===== config.mk =====
export PLATFORM = sky130hd
export DESIGN_NAME = dul_dout_unlock
export DESIGN_NICKNAME = d
export VERILOG_FILES = /design/src/dul_pkg.sv /design/src/dul_dout_unlock.sv
export SDC_FILE = /design/constraint.sdc
export NUM_CORES = 1
export LEC_CHECK = 0
export ABC_AREA = 1
export BUFFER_PORTS_ARGS = -buffer_cell sky130_fd_sc_hd__buf_2
export CORE_ASPECT_RATIO = 0.8
export CORE_MARGIN = 3
export CORE_UTILIZATION = 25
export DETAILED_ROUTE_END_ITERATION = 8
export SYNTH_ARGS = -nofsm -noshare
export SYNTH_HDL_FRONTEND = slang
export SYNTH_SLANG_ARGS = --single-unit

===== constraint.sdc =====
create_clock -name clk -period 3.35 [get_ports clk]
set_input_delay 0.67 -clock clk [delete_from_list [all_inputs] [get_ports clk]]
set_output_delay 0.67 -clock clk [all_outputs]
set_load 0.01 [all_outputs]

===== src/dul_pkg.sv =====
// constants for the data-out pin selector and unlock detector
// assumes a 10 MHz system clock and a 32-bit AHB-Lite register port
package dul_pkg;

  // ****************************************************
  // clock and timing
  // ****************************************************
  localparam int CLK_PERIOD_NS  = 100;
  localparam int UL_WIDTH2_NS   = 550;
  localparam int UL_WIDTH3_NS   = 1100;
  // least widths round up to whole cycles
  localparam int UL_WIDTH2_CYC  = (UL_WIDTH2_NS + CLK_PERIOD_NS - 1) / CLK_PERIOD_NS;
  localparam int UL_WIDTH3_CYC  = (UL_WIDTH3_NS + CLK_PERIOD_NS - 1) / CLK_PERIOD_NS;
  localparam int PERR_CNT_W     = 5;

  // ****************************************************
  // register map
  // ****************************************************
  localparam logic [7:0]  CTRL_OFFSET    = 8'h00;
  localparam logic [7:0]  STATUS_OFFSET  = 8'h04;
  localparam logic [31:0] CTRL_RESET     = 32'h0000_0000;

  localparam int CTRL_DSEL_LSB   = 0;
  localparam int CTRL_UL_LSB     = 3;
  localparam int CTRL_IO1_OUT    = 5;
  localparam int CTRL_IO2_OUT    = 6;
  localparam int CTRL_W          = 7;

  localparam int STAT_COUNT_END  = 0;
  localparam int STAT_UNLOCKED   = 1;
  localparam int STAT_DOUT_OE    = 2;
  localparam int STAT_DOUT_LEVEL = 3;

  // ****************************************************
  // data-out function select and unlock width codes
  // ****************************************************
  localparam logic [2:0] DSEL_OPEN      = 3'h0;
  localparam logic [2:0] DSEL_UNLOCK    = 3'h1;
  localparam logic [2:0] DSEL_COUNT_END = 3'h2;
  localparam logic [2:0] DSEL_IO1       = 3'h3;
  localparam logic [2:0] DSEL_IO2       = 3'h4;

  localparam logic [1:0] UL_STOP   = 2'h0;
  localparam logic [1:0] UL_DIRECT = 2'h1;
  localparam logic [1:0] UL_WIDTH2 = 2'h2;

endpackage


===== src/dul_dout_unlock.sv =====
// data-out pin function selector and phase-error unlock detector
// assumes mode bits, read data and count-done come from logic on clk;
// the strobe, shift clock and phase error are asynchronous and are synchronised here
//
// How it works
// - count-end selected: pin high after count
// - a write or read transfer releases count-end indication, unless a count ends as it starts
// - referenced io pin is output: pin open
// - three-bit select sets pin behaviour otherwise
// - strobe high in write modes: pin open
// - strobe high in read: shift read data
// - unlocked when phase error exceeds chosen width
`timescale 1ns/100ps
module dul_dout_unlock
  import dul_pkg::*;
(
  input  wire logic        clk,
  input  wire logic        rstn,
  input  wire logic        clk_en,
  input  wire logic        hsel,
  input  wire logic [31:0] haddr,
  input  wire logic [1:0]  htrans,
  input  wire logic        hwrite,
  input  wire logic [2:0]  hsize,
  input  wire logic [31:0] hwdata,
  input  wire logic        hready,
  output logic             hreadyout,
  output logic             hresp,
  output logic      [31:0] hrdata,
  input  wire logic        bus_select,
  input  wire logic        bus_shift_clock,
  input  wire logic        write_mode_one,
  input  wire logic        write_mode_two,
  input  wire logic        read_mode,
  input  wire logic        serial_read_bit,
  input  wire logic        if_count_done,
  input  wire logic        phase_error,
  output logic             dout_o,
  output logic             dout_oe,
  output logic             unlock_o,
  output logic             unlock_oe
);

  // ****************************************************
  // synchronisers
  // ****************************************************
  logic [2:0] sync_a;
  logic [2:0] sync_b;
  logic       sel_s;
  logic       sck_s;
  logic       perr_s;
  logic       sel_d;
  logic       sck_d;

  always_ff @(posedge clk or negedge rstn) begin
    if (!rstn) begin
      sync_a <= 3'h0;
      sync_b <= 3'h0;
      sel_d  <= 1'b0;
      sck_d  <= 1'b0;
    end else if (clk_en) begin
      sync_a <= {phase_error, bus_shift_clock, bus_select};
      sync_b <= sync_a;
      sel_d  <= sel_s;
      sck_d  <= sck_s;
    end
  end

  assign sel_s  = sync_b[0];
  assign sck_s  = sync_b[1];
  assign perr_s = sync_b[2];

  wire xfer_start = sel_s && !sel_d;
  wire sck_fall   = sck_d && !sck_s;
  wire wr_mode    = write_mode_one || write_mode_two;

  // ****************************************************
  // ahb-lite slave
  // ****************************************************
  logic [CTRL_W-1:0] ctrl;
  logic              ph_wr;
  logic [7:0]        ph_addr;
  logic              count_end;
  logic              unlocked;

  wire        take     = hsel && hready && htrans[1];
  wire        ctrl_hit = ph_wr && (ph_addr == CTRL_OFFSET);
  wire [31:0] status   = {28'h000_0000, dout_o, dout_oe, unlocked, count_end};
  wire [31:0] rd_mux   = (haddr[7:0] == CTRL_OFFSET && haddr[31:8] == 24'h00_0000) ?
                         {25'h000_0000, ctrl} :
                         (haddr[7:0] == STATUS_OFFSET && haddr[31:8] == 24'h00_0000) ?
                         status : 32'h0000_0000;

  assign hreadyout = clk_en;
  assign hresp     = 1'b0;

  always_ff @(posedge clk or negedge rstn) begin
    if (!rstn) begin
      ph_wr   <= 1'b0;
      ph_addr <= 8'h00;
      hrdata  <= 32'h0000_0000;
    end else if (clk_en) begin
      ph_wr   <= take && hwrite && (haddr[31:8] == 24'h00_0000);
      ph_addr <= haddr[7:0];
      if (take && !hwrite) begin
        hrdata <= rd_mux;
      end
    end
  end

  // hsize is accepted as word only; narrower writes still update the word
  always_ff @(posedge clk or negedge rstn) begin
    if (!rstn) begin
      ctrl <= CTRL_RESET[CTRL_W-1:0];
    end else if (clk_en && ctrl_hit) begin
      ctrl <= hwdata[CTRL_W-1:0];
    end
  end

  wire [2:0] dsel     = ctrl[CTRL_DSEL_LSB +: 3];
  wire [1:0] ul_width = ctrl[CTRL_UL_LSB +: 2];
  wire       io1_out  = ctrl[CTRL_IO1_OUT];
  wire       io2_out  = ctrl[CTRL_IO2_OUT];

  // ****************************************************
  // count-end indication
  // ****************************************************
  // the set wins so a count finishing on a transfer start is not lost
  always_ff @(posedge clk or negedge rstn) begin
    if (!rstn) begin
      count_end <= 1'b0;
    end else if (clk_en) begin
      if (if_count_done) begin
        count_end <= 1'b1;
      end else if (xfer_start && (wr_mode || read_mode)) begin
        count_end <= 1'b0;
      end
    end
  end

  // ****************************************************
  // unlock detector
  // ****************************************************
  logic [PERR_CNT_W-1:0] perr_cnt;

  wire [PERR_CNT_W-1:0] ul_thr = (ul_width == UL_WIDTH2) ?
                                 PERR_CNT_W'(UL_WIDTH2_CYC) : PERR_CNT_W'(UL_WIDTH3_CYC);
  wire next_unlocked = (ul_width == UL_STOP)   ? 1'b0 :
                       (ul_width == UL_DIRECT) ? perr_s :
                       (perr_s && perr_cnt >= ul_thr);

  always_ff @(posedge clk or negedge rstn) begin
    if (!rstn) begin
      perr_cnt <= '0;
    end else if (clk_en) begin
      if (!perr_s) begin
        perr_cnt <= '0;
      end else if (perr_cnt != '1) begin
        perr_cnt <= perr_cnt + 1'b1;
      end
    end
  end

  always_ff @(posedge clk or negedge rstn) begin
    if (!rstn) begin
      unlocked  <= 1'b0;
      unlock_o  <= 1'b0;
      unlock_oe <= 1'b0;
    end else if (clk_en) begin
      unlocked  <= next_unlocked;
      unlock_o  <= next_unlocked;
      unlock_oe <= (ul_width != UL_STOP);
    end
  end

  // ****************************************************
  // data-out pin
  // ****************************************************
  logic read_bit;

  always_ff @(posedge clk or negedge rstn) begin
    if (!rstn) begin
      read_bit <= 1'b0;
    end else if (clk_en && sck_fall) begin
      read_bit <= serial_read_bit;
    end
  end

  // bus phase overrides the select; select then picks the idle function
  wire bus_wr = sel_s && wr_mode;
  wire bus_rd = sel_s && read_mode && !wr_mode;
  wire io_blk = (dsel == DSEL_IO1 && io1_out) || (dsel == DSEL_IO2 && io2_out);
  wire sel_oe = !io_blk && ((dsel == DSEL_UNLOCK && unlocked) ||
                            (dsel == DSEL_COUNT_END && count_end));
  wire next_oe = bus_wr ? 1'b0 :
                 bus_rd ? 1'b1 :
                 io_blk ? 1'b0 :
                 sel_oe;
  wire next_do = bus_rd ? read_bit : 1'b1;

  always_ff @(posedge clk or negedge rstn) begin
    if (!rstn) begin
      dout_o  <= 1'b0;
      dout_oe <= 1'b0;
    end else if (clk_en) begin
      dout_o  <= next_do;
      dout_oe <= next_oe;
    end
  end
endmodule


# Yosys cells after proc, flatten, opt, wreduce, memory -nomap -nowiden
# Index checks and enable logic that the tools add are counted.
[totals]
regBits = 67
elab_cells = 79
inputBits = 83
[classes]
reduce_logical = 40
eq_ne = 9
n_lt_le_gt_ge = 1
muxes = 13
addsub = 1
[op_table]
columns = ["op", "count"]
rows = [
  ["$logic_not 24->1", 1],
  ["$logic_and 1x1->1", 22],
  ["$logic_not 8->1", 2],
  ["$mux 5", 2],
  ["$eq 8x3->1 const B", 1],
  ["$mux 1", 8],
  ["$mux 4", 2],
  ["$mux 7", 1],
  ["$eq 3x2->1 const B", 2],
  ["$reduce_and 2->1", 3],
  ["$add 5x1->5 const B", 1],
  ["$ge 5x4->1", 1],
  ["$logic_not 1->1", 5],
  ["$ne 5x5->1 const B", 1],
  ["$logic_or 1x1->1", 4],
  ["$reduce_bool 2->1", 2],
  ["$eq 3x1->1 const B", 1],
  ["$eq 3x3->1 const B", 1],
  ["$eq 2x1->1 const B", 1],
  ["$eq 2x2->1 const B", 1],
  ["$logic_not 2->1", 1],
  ["$ne 2x1->1 const B", 1],
]

# Logic depth before layout (Yosys ltp)
# Gate-level depths: netlist of the first run.
[depth]
word_depth = 8
ltp_mapped = 10
ltp_nobuf = 10

# Least setup slack after synthesis of the first run
# Ideal clock, no wire load.
[synth_path]
kind = "register -> register"
start = "reg perr_cnt[0]"
end = "reg perr_cnt[2]"
t_arrival_ps = 1420
setup_ps = 71
n_path_buf = 0
stages_incl_launch_ff = 10
slack_ps = 1858
period_less_slack_ps = 1492
cell_sequence = "dfrtp_1 ha_1 inv_1 nor3_1 ha_1 a21oi_4 inv_1 o21ai_0 nand2_1 nor2_1"
[synth_between]
elab_chain_cells = 3
elab_cells_between_ends = 6
cone_classes = "add/sub (1); eq/ne (2); mux (2); reduce/logical (1)"
[synth_lines]
columns = ["item", "line", "text"]
rows = [
  ["start, declared", "dul_dout_unlock.sv:144", "logic [PERR_CNT_W-1:0] perr_cnt;"],
  ["start signal, assigned", "dul_dout_unlock.sv:159", "perr_cnt <= perr_cnt + 1'b1;"],
  ["$add 5x1->5 / $ne 5x5->1 (equally long branches)", "dul_dout_unlock.sv:159, dul_dout_unlock.sv:158", ""],
  ["$mux 5 / $ne 2x1->1 (equally long branches)", "-", ""],
  ["$mux 5 / $reduce_and 2->1 (equally long branches)", "-", ""],
]
# Parallel ways exist; a longest one is shown, timed or not. The select of a mux whose other input is x is not followed.
# A chain may end at the register's enable or synchronous reset.

# Worst setup path in the final report of the first run
[layout_path]
start = "in clk_en"
end = "out hreadyout"
[layout_rtl]
columns = ["item", "line", "text"]
rows = [
  ["start, declared", "dul_dout_unlock.sv:19", "input wire logic clk_en,"],
  ["end, declared", "dul_dout_unlock.sv:27", "output logic hreadyout,"],
]
# No word-level cell between the ends.

==> results of run 1 <==
[layer usage]
layer | up-vias | GRT usage, % | share of wire [%]
met5 | - | 0 | 0
met4 | 0 | 2.102 | 0.28
met3 | 2 | 3.331 | 10
met2 | 75 | 13.64 | 40
met1 | 828 | 14.68 | 50
li1 | 977 | - | -
[layout make-up]
type | count | area share, %
Tap cell | 112 | 5.102
Clock inverter | 2 | 0.5011
Multi-Input combinational cell | 211 | 36.45
Timing Repair Buffer | 66 | 12.12
Sequential cell | 42 | 38.27
Clock buffer | 6 | 4.693
Inverter | 21 | 2.870
[sequential cells by signal, summed over array words and instances, names as in the netlist]
signal,flops
read_bit,1
count_end,1
ph_addr,8
unlocked,1
sck_d,1
sync_a,3
dout_o,1
sel_d,1
unlock_oe,1
sync_b,3
dout_oe,1
ph_wr,1
ctrl,7
perr_cnt,5
hrdata,7
[report_power, final]
group,total (uW),switching (uW),internal [uW]
registers,561,22.9,538
logic,127,78.3,48.9
clock network,470,193,276
[metrics by stage]
| stage | setup slack [ns] | hold slack, ns |
|---|---|---|
| global route | 1.409 | 0.4984 |
| global placement | 1.450 | 0.4553 |
| CTS | 1.435 | 0.4761 |
| floorplan | 1.858 | 0.3744 |
| detailed placement | 1.437 | 0.4607 |
| finish | 1.444 | 0.4691 |
[worst max-delay path: cells and delay by family]
kind | cells | cell delay (ns)
buf+inv | 3 | 0.56
[cell families after synthesis]
kind of cell / share of synthesized area (%)
AO/OA/AOI/OAI: 5.990
adder cells (fa/ha/maj): 2.773
buffers and inverters: 13.20
flip-flops: 46.59
other: 0.1662
AND/OR/NAND/NOR: 31.28
[how the worst max path moves through the flow]
stage | from | endpoint | slack (ns) | depth (start not counted)
4_1_cts | clk_en | hreadyout | 1.44 | 3
3_5_place_dp | clk_en | hreadyout | 1.44 | 3
2_1_floorplan | perr_cnt[0] | perr_cnt[2] | 1.86 | 9
3_3_place_gp | clk_en | hreadyout | 1.45 | 3
5_1_grt | clk_en | hreadyout | 1.41 | 3
6_report | clk_en | hreadyout | 1.44 | 3
[synth_stat cells (all sizes together) (4+ instances only)]
cell   count  area share (%)
nand3     29             6.4
nor3       7             2.7
inv       21             3.5
o21ai     12             2.7
a21oi      4             1.4
dfrtp     42              47
ha         5             2.8
nor2      28             5.0
nand2     89              15
buf       29             9.4
[cells in the final DEF, fill, tap and decap left out, types with 2 or more instances in the layout]
cell type  Yosys  final
a21oi_1        3      3
buf_2          1     65
clkbuf_16      0      5
conb_1         1     26
dfrtp_1       42     42
ha_1           5      5
inv_1         20     20
nand2_1       88     88
nand3_1       29     29
nand4_1        2      2
nor2_1        27     27
nor3_1         3      3
nor3_2         3      3
o21ai_0       12     12
o22ai_1        2      2
==> impl_metrics.tcl, run 1 <==
set metrics [dict create \
    outcome "finished, final reports clean" \
    crit_path_max_incr_delay_ns 0.28 \
    multi_input_area_sq_mm 0.001001 \
    drive_gt1_share_pct 23.85 \
    wl_microns 4988 \
    cap_violations 0 \
    slowest_stage "buf_4" \
    viasPerCell 4.091 \
    vias 1882 \
    crit_arrival_ns 1.24 \
    synth_area_sq_mm 0.002256 \
    initial_core_util_pct 26.13 \
    relSlewSlack_pct 38.24 \
    drt_iter0_drc 74 \
    gp_congestion 0.7385 \
    hp-class "reg2reg" \
    drt-wirelength-per-cell_microns 10.84 \
    synth_cells 280 \
    die_w_microns 112.2 \
    cts.path.max_buffers 2 \
    synth-edff-count 0 \
    reg2reg_slack_ns 1.67 \
    hold_depth 2 \
    finalSetupViolCount 0 \
    tightest_slew_ns 0.9264 \
    n_fill_cell 942 \
    fin_crit_ns 1.906 \
    grtUsageTotal_pct 9.833 \
    coreArea_sq_mm 0.008633 \
    final_core_util_pct 31.81 \
    dp_hpwl_microns 3880 \
    rows 30 \
    pin_count 121 \
    cp_max_fo 30 \
    drtAntennaViolNets 0 \
    min-delay-start "sel_d" \
    dpl_cell_area_sq_mm 0.002604 \
    areaGrowthSynthToFinish_pct 21.74 \
    cts_tree "built" \
    portBuffers 65 \
    rsz0062_at_grt "no" \
    grt.overflow.total 0 \
    synthArstFlopShare_pct 100.0 \
    dp_cells 452 \
    regArea_sq_mm 0.001051 \
    r2r_end "perr_cnt[2]" \
    antenna_found_initial 0 \
    grt_pass1_wl_microns 8183 \
    synth_ff_type "dfrtp_1" \
    cp.required_ns 2.68 \
    synth.distinct_cells 29 \
    drc 0 \
    final_cell_area_sq_mm 0.002746 \
    fin_tns_setup_ns 0 \
    end_kind "output pin" \
    r2r_start "perr_cnt[1]" \
    power_density_mw_per_mm2 421.4 \
    n_antenna_cell 0 \
    ys_seq_area_share_pct 46.59 \
    cellLeakagePower_uw 0.001477 \
    min_to "sel_d" \
    fp.dieArea_sq_mm 0.01021 \
    dr.pass1.iters 4 \
    path_class "in2out" \
    ir_drop_mv 0.2004 \
    hold_viol 0 \
    ff2ff_path_depth 9 \
    power.total_uw 1157 \
    hold_buffers 0 \
    layout.cells.non_filler 460 \
    ys_seq_elements 42 \
    cts_made_buffers 5 \
    grt_start_max_net_pins 43 \
    clkLatencyLatePin_ns 0.28 \
    fp.dieH_microns 90.97 \
    htree_levels 2 \
    crit_path_start_kind "input port" \
    path_cells "buf_2, buf_4, buf_2" \
    drv_slew 0 \
    ys_warn_count 0 \
    fmax_mhz 524.8 \
    cp_common_cell "buf_2" \
    finalCritPeriodShare_pct 56.88 \
    postCtsSetupBuffers 0 \
    ctsResizeCount 0 \
    fin_skew_ns 0.004316 \
    cts.sinks 42 \
    nets 435 \
    synth_area_per_cell_sq_um 8.057 \
    path_clk_slew_ns 0.06 \
    root_buffer "clkbuf_16" \
    grt_pass1_vias 1710 \
]
No activity file was read; power rests on OpenSTA's default activity.
==> run 2: changes to the inputs <==
- clock period: 3.35 -> 1.8 ns (I/O delays scaled with it)
==> impl_metrics.tcl, run 2 (synthesis results as in run 1) <==
set metrics [dict create \
    slowest_stage "dfrtp_1" \
    fp.dieH_microns 90.97 \
    power_density_mw_per_mm2 768.8 \
    drive_gt1_share_pct 25.42 \
    largest_reg_flops 8 \
    path_class "reg2reg" \
    drc 0 \
    crit_arrival_ns 1.84 \
    r2r_start "perr_cnt[1]" \
    cp_common_cell "nor3_1" \
    dp_hpwl_microns 4225 \
    regMostFlops "ph_addr" \
    grt_pass1_wl_microns 8666 \
    fin_tns_setup_ns 0 \
    die_w_microns 112.2 \
    final_common_cell "nand2_1" \
    cellLeakagePower_uw 0.001511 \
    fin_skew_ns 0.003983 \
    crit_path_max_incr_delay_ns 0.40 \
    htree_levels 2 \
    rows 30 \
    hp-class "in2async" \
    finalCritPeriodShare_pct 91.35 \
    finalSetupViolCount 0 \
    dr.max_layer_used "met4" \
    fp.dieArea_sq_mm 0.01021 \
    wl_met2_microns 2206 \
    end_kind "flop" \
    reg2reg_slack_ns 0.16 \
    power.total_uw 2146 \
    n_antenna_cell 0 \
    ctsResizeCount 0 \
    dr.pass1.iters 4 \
    cts_made_buffers 5 \
    coreArea_sq_mm 0.008633 \
    vias 1917 \
    cts.sinks 42 \
    grt_pass1_vias 1857 \
    gp_congestion 0.7632 \
    cap_violations 0 \
    drt-met1-wl_microns 2523 \
    nets 442 \
    pin_count 121 \
    r2r_end "perr_cnt[3]" \
    layout_common_cells "nand2_1, buf_2, dfrtp_1, nand3_1, nor2_1" \
    grtUsageTotal_pct 10.57 \
    ir_drop_mv 0.3439 \
    cp_max_fo 5 \
    outcome "finished, final reports clean" \
    drtAntennaViolNets 0 \
    hold_viol 0 \
    cts.path.max_buffers 2 \
    rsz0062_at_grt "no" \
    path_cells "ha_1, inv_1, nor3_1, ha_1, a21oi_4, inv_1, nor3_1, nor3_1" \
    root_buffer "clkbuf_16" \
    wl_microns 5297 \
    portBuffers 65 \
    final_core_util_pct 32.33 \
    path_clk_slew_ns 0.06 \
    crit_path_start_kind "flop" \
    initial_core_util_pct 26.13 \
    ff2ff_path_depth 8 \
    fin_crit_ns 1.644 \
    cts_tree "built" \
    areaGrowthSynthToFinish_pct 23.74 \
    drt-wirelength-per-cell_microns 11.37 \
    cp.required_ns 1.99 \
    clkLatencyLatePin_ns 0.28 \
    viasPerCell 4.114 \
    antenna_found_initial 0 \
    fmax_mhz 608.2 \
    grt_start_max_net_pins 31 \
    drt_iter0_drc 60 \
    dr_wl_met3_microns 507 \
    n_fill_cell 935 \
    drv_slew 0 \
    grt.overflow.total 0 \
    top_regs "ph_addr (8), ctrl (7), hrdata (7)" \
]
run 2: changes by cell type in the layout (fill, tap and decap cells not counted):
cell      previous run  this run
buf_4                1         8
clkbuf_1             1         0
clkinv_2             1         2
clkinv_4             1         0
run 2: metrics by stage:
stage | std cells | instance area, sq um | setup WS [ns] | hold slack [ns]
after floorplan | 305 | 2350 | 0.3082 | 0.06441
after global placement | 457 | 2641 | 0.2038 | 0.3176
after detailed placement | 457 | 2641 | 0.1134 | 0.3241
after CTS | 464 | 2776 | 0.1332 | 0.02115
after global routing | 466 | 2791 | 0.01079 | 0.03970
final | 466 | 2791 | 0.1558 | 0.008935
run 2: cell type report:
cell class	count	area (sq um)	area share, %
well taps	112	140.1	5.020
multi-input cells	211	1001	35.86
inverters	21	78.83	2.824
repair buffers	73	385.4	13.81
clock inverters	2	10.01	0.3586
flip-flops and latches	42	1051	37.65
clock buffers	5	125.1	4.482
run 2: how the worst max path moves through the flow:
stage	start	to	slack, ns	cells past startpoint
after floorplan	perr_cnt[0]	perr_cnt[2]	0.31	9
after global placement	perr_cnt[1]	perr_cnt[2]	0.20	9
final	perr_cnt[1]	perr_cnt[3]	0.16	8
after global routing	ctrl[4]	unlocked	0.01	10
after detailed placement	perr_cnt[1]	perr_cnt[3]	0.11	8
after CTS	perr_cnt[1]	perr_cnt[3]	0.13	8
run 2: worst max-delay path, delay by kind of cell (launching register included):
| kind | cells | cell delay, ns |
|---|---|---|
| buffers and inverters | 2 | 0.19 |
| AND/OR/NAND/NOR | 3 | 0.44 |
| adder cells (fa/ha/maj) | 2 | 0.43 |
| flip-flops | 1 | 0.40 |
| AO/OA/AOI/OAI | 1 | 0.08 |
run 2: metal layers:
layer | GRT usage [%] | up-vias
met5 | 0 | -
met4 | 3.303 | 0
met3 | 3.864 | 6
met2 | 15.87 | 75
met1 | 14.16 | 843
li1 | - | 993
run 2: power by group:
part / switching [uW] / internal (uW) / total, uW
Combinational: 150 / 97.9 / 248
Clock: 355 / 501 / 856
Sequential: 41.8 / 1000 / 1040
run 2: what timing repair did:
item	4_1_cts	5_1_grt
hold buffers	0	0
setup endpoints to repair	0	2
buffers inserted	0	2
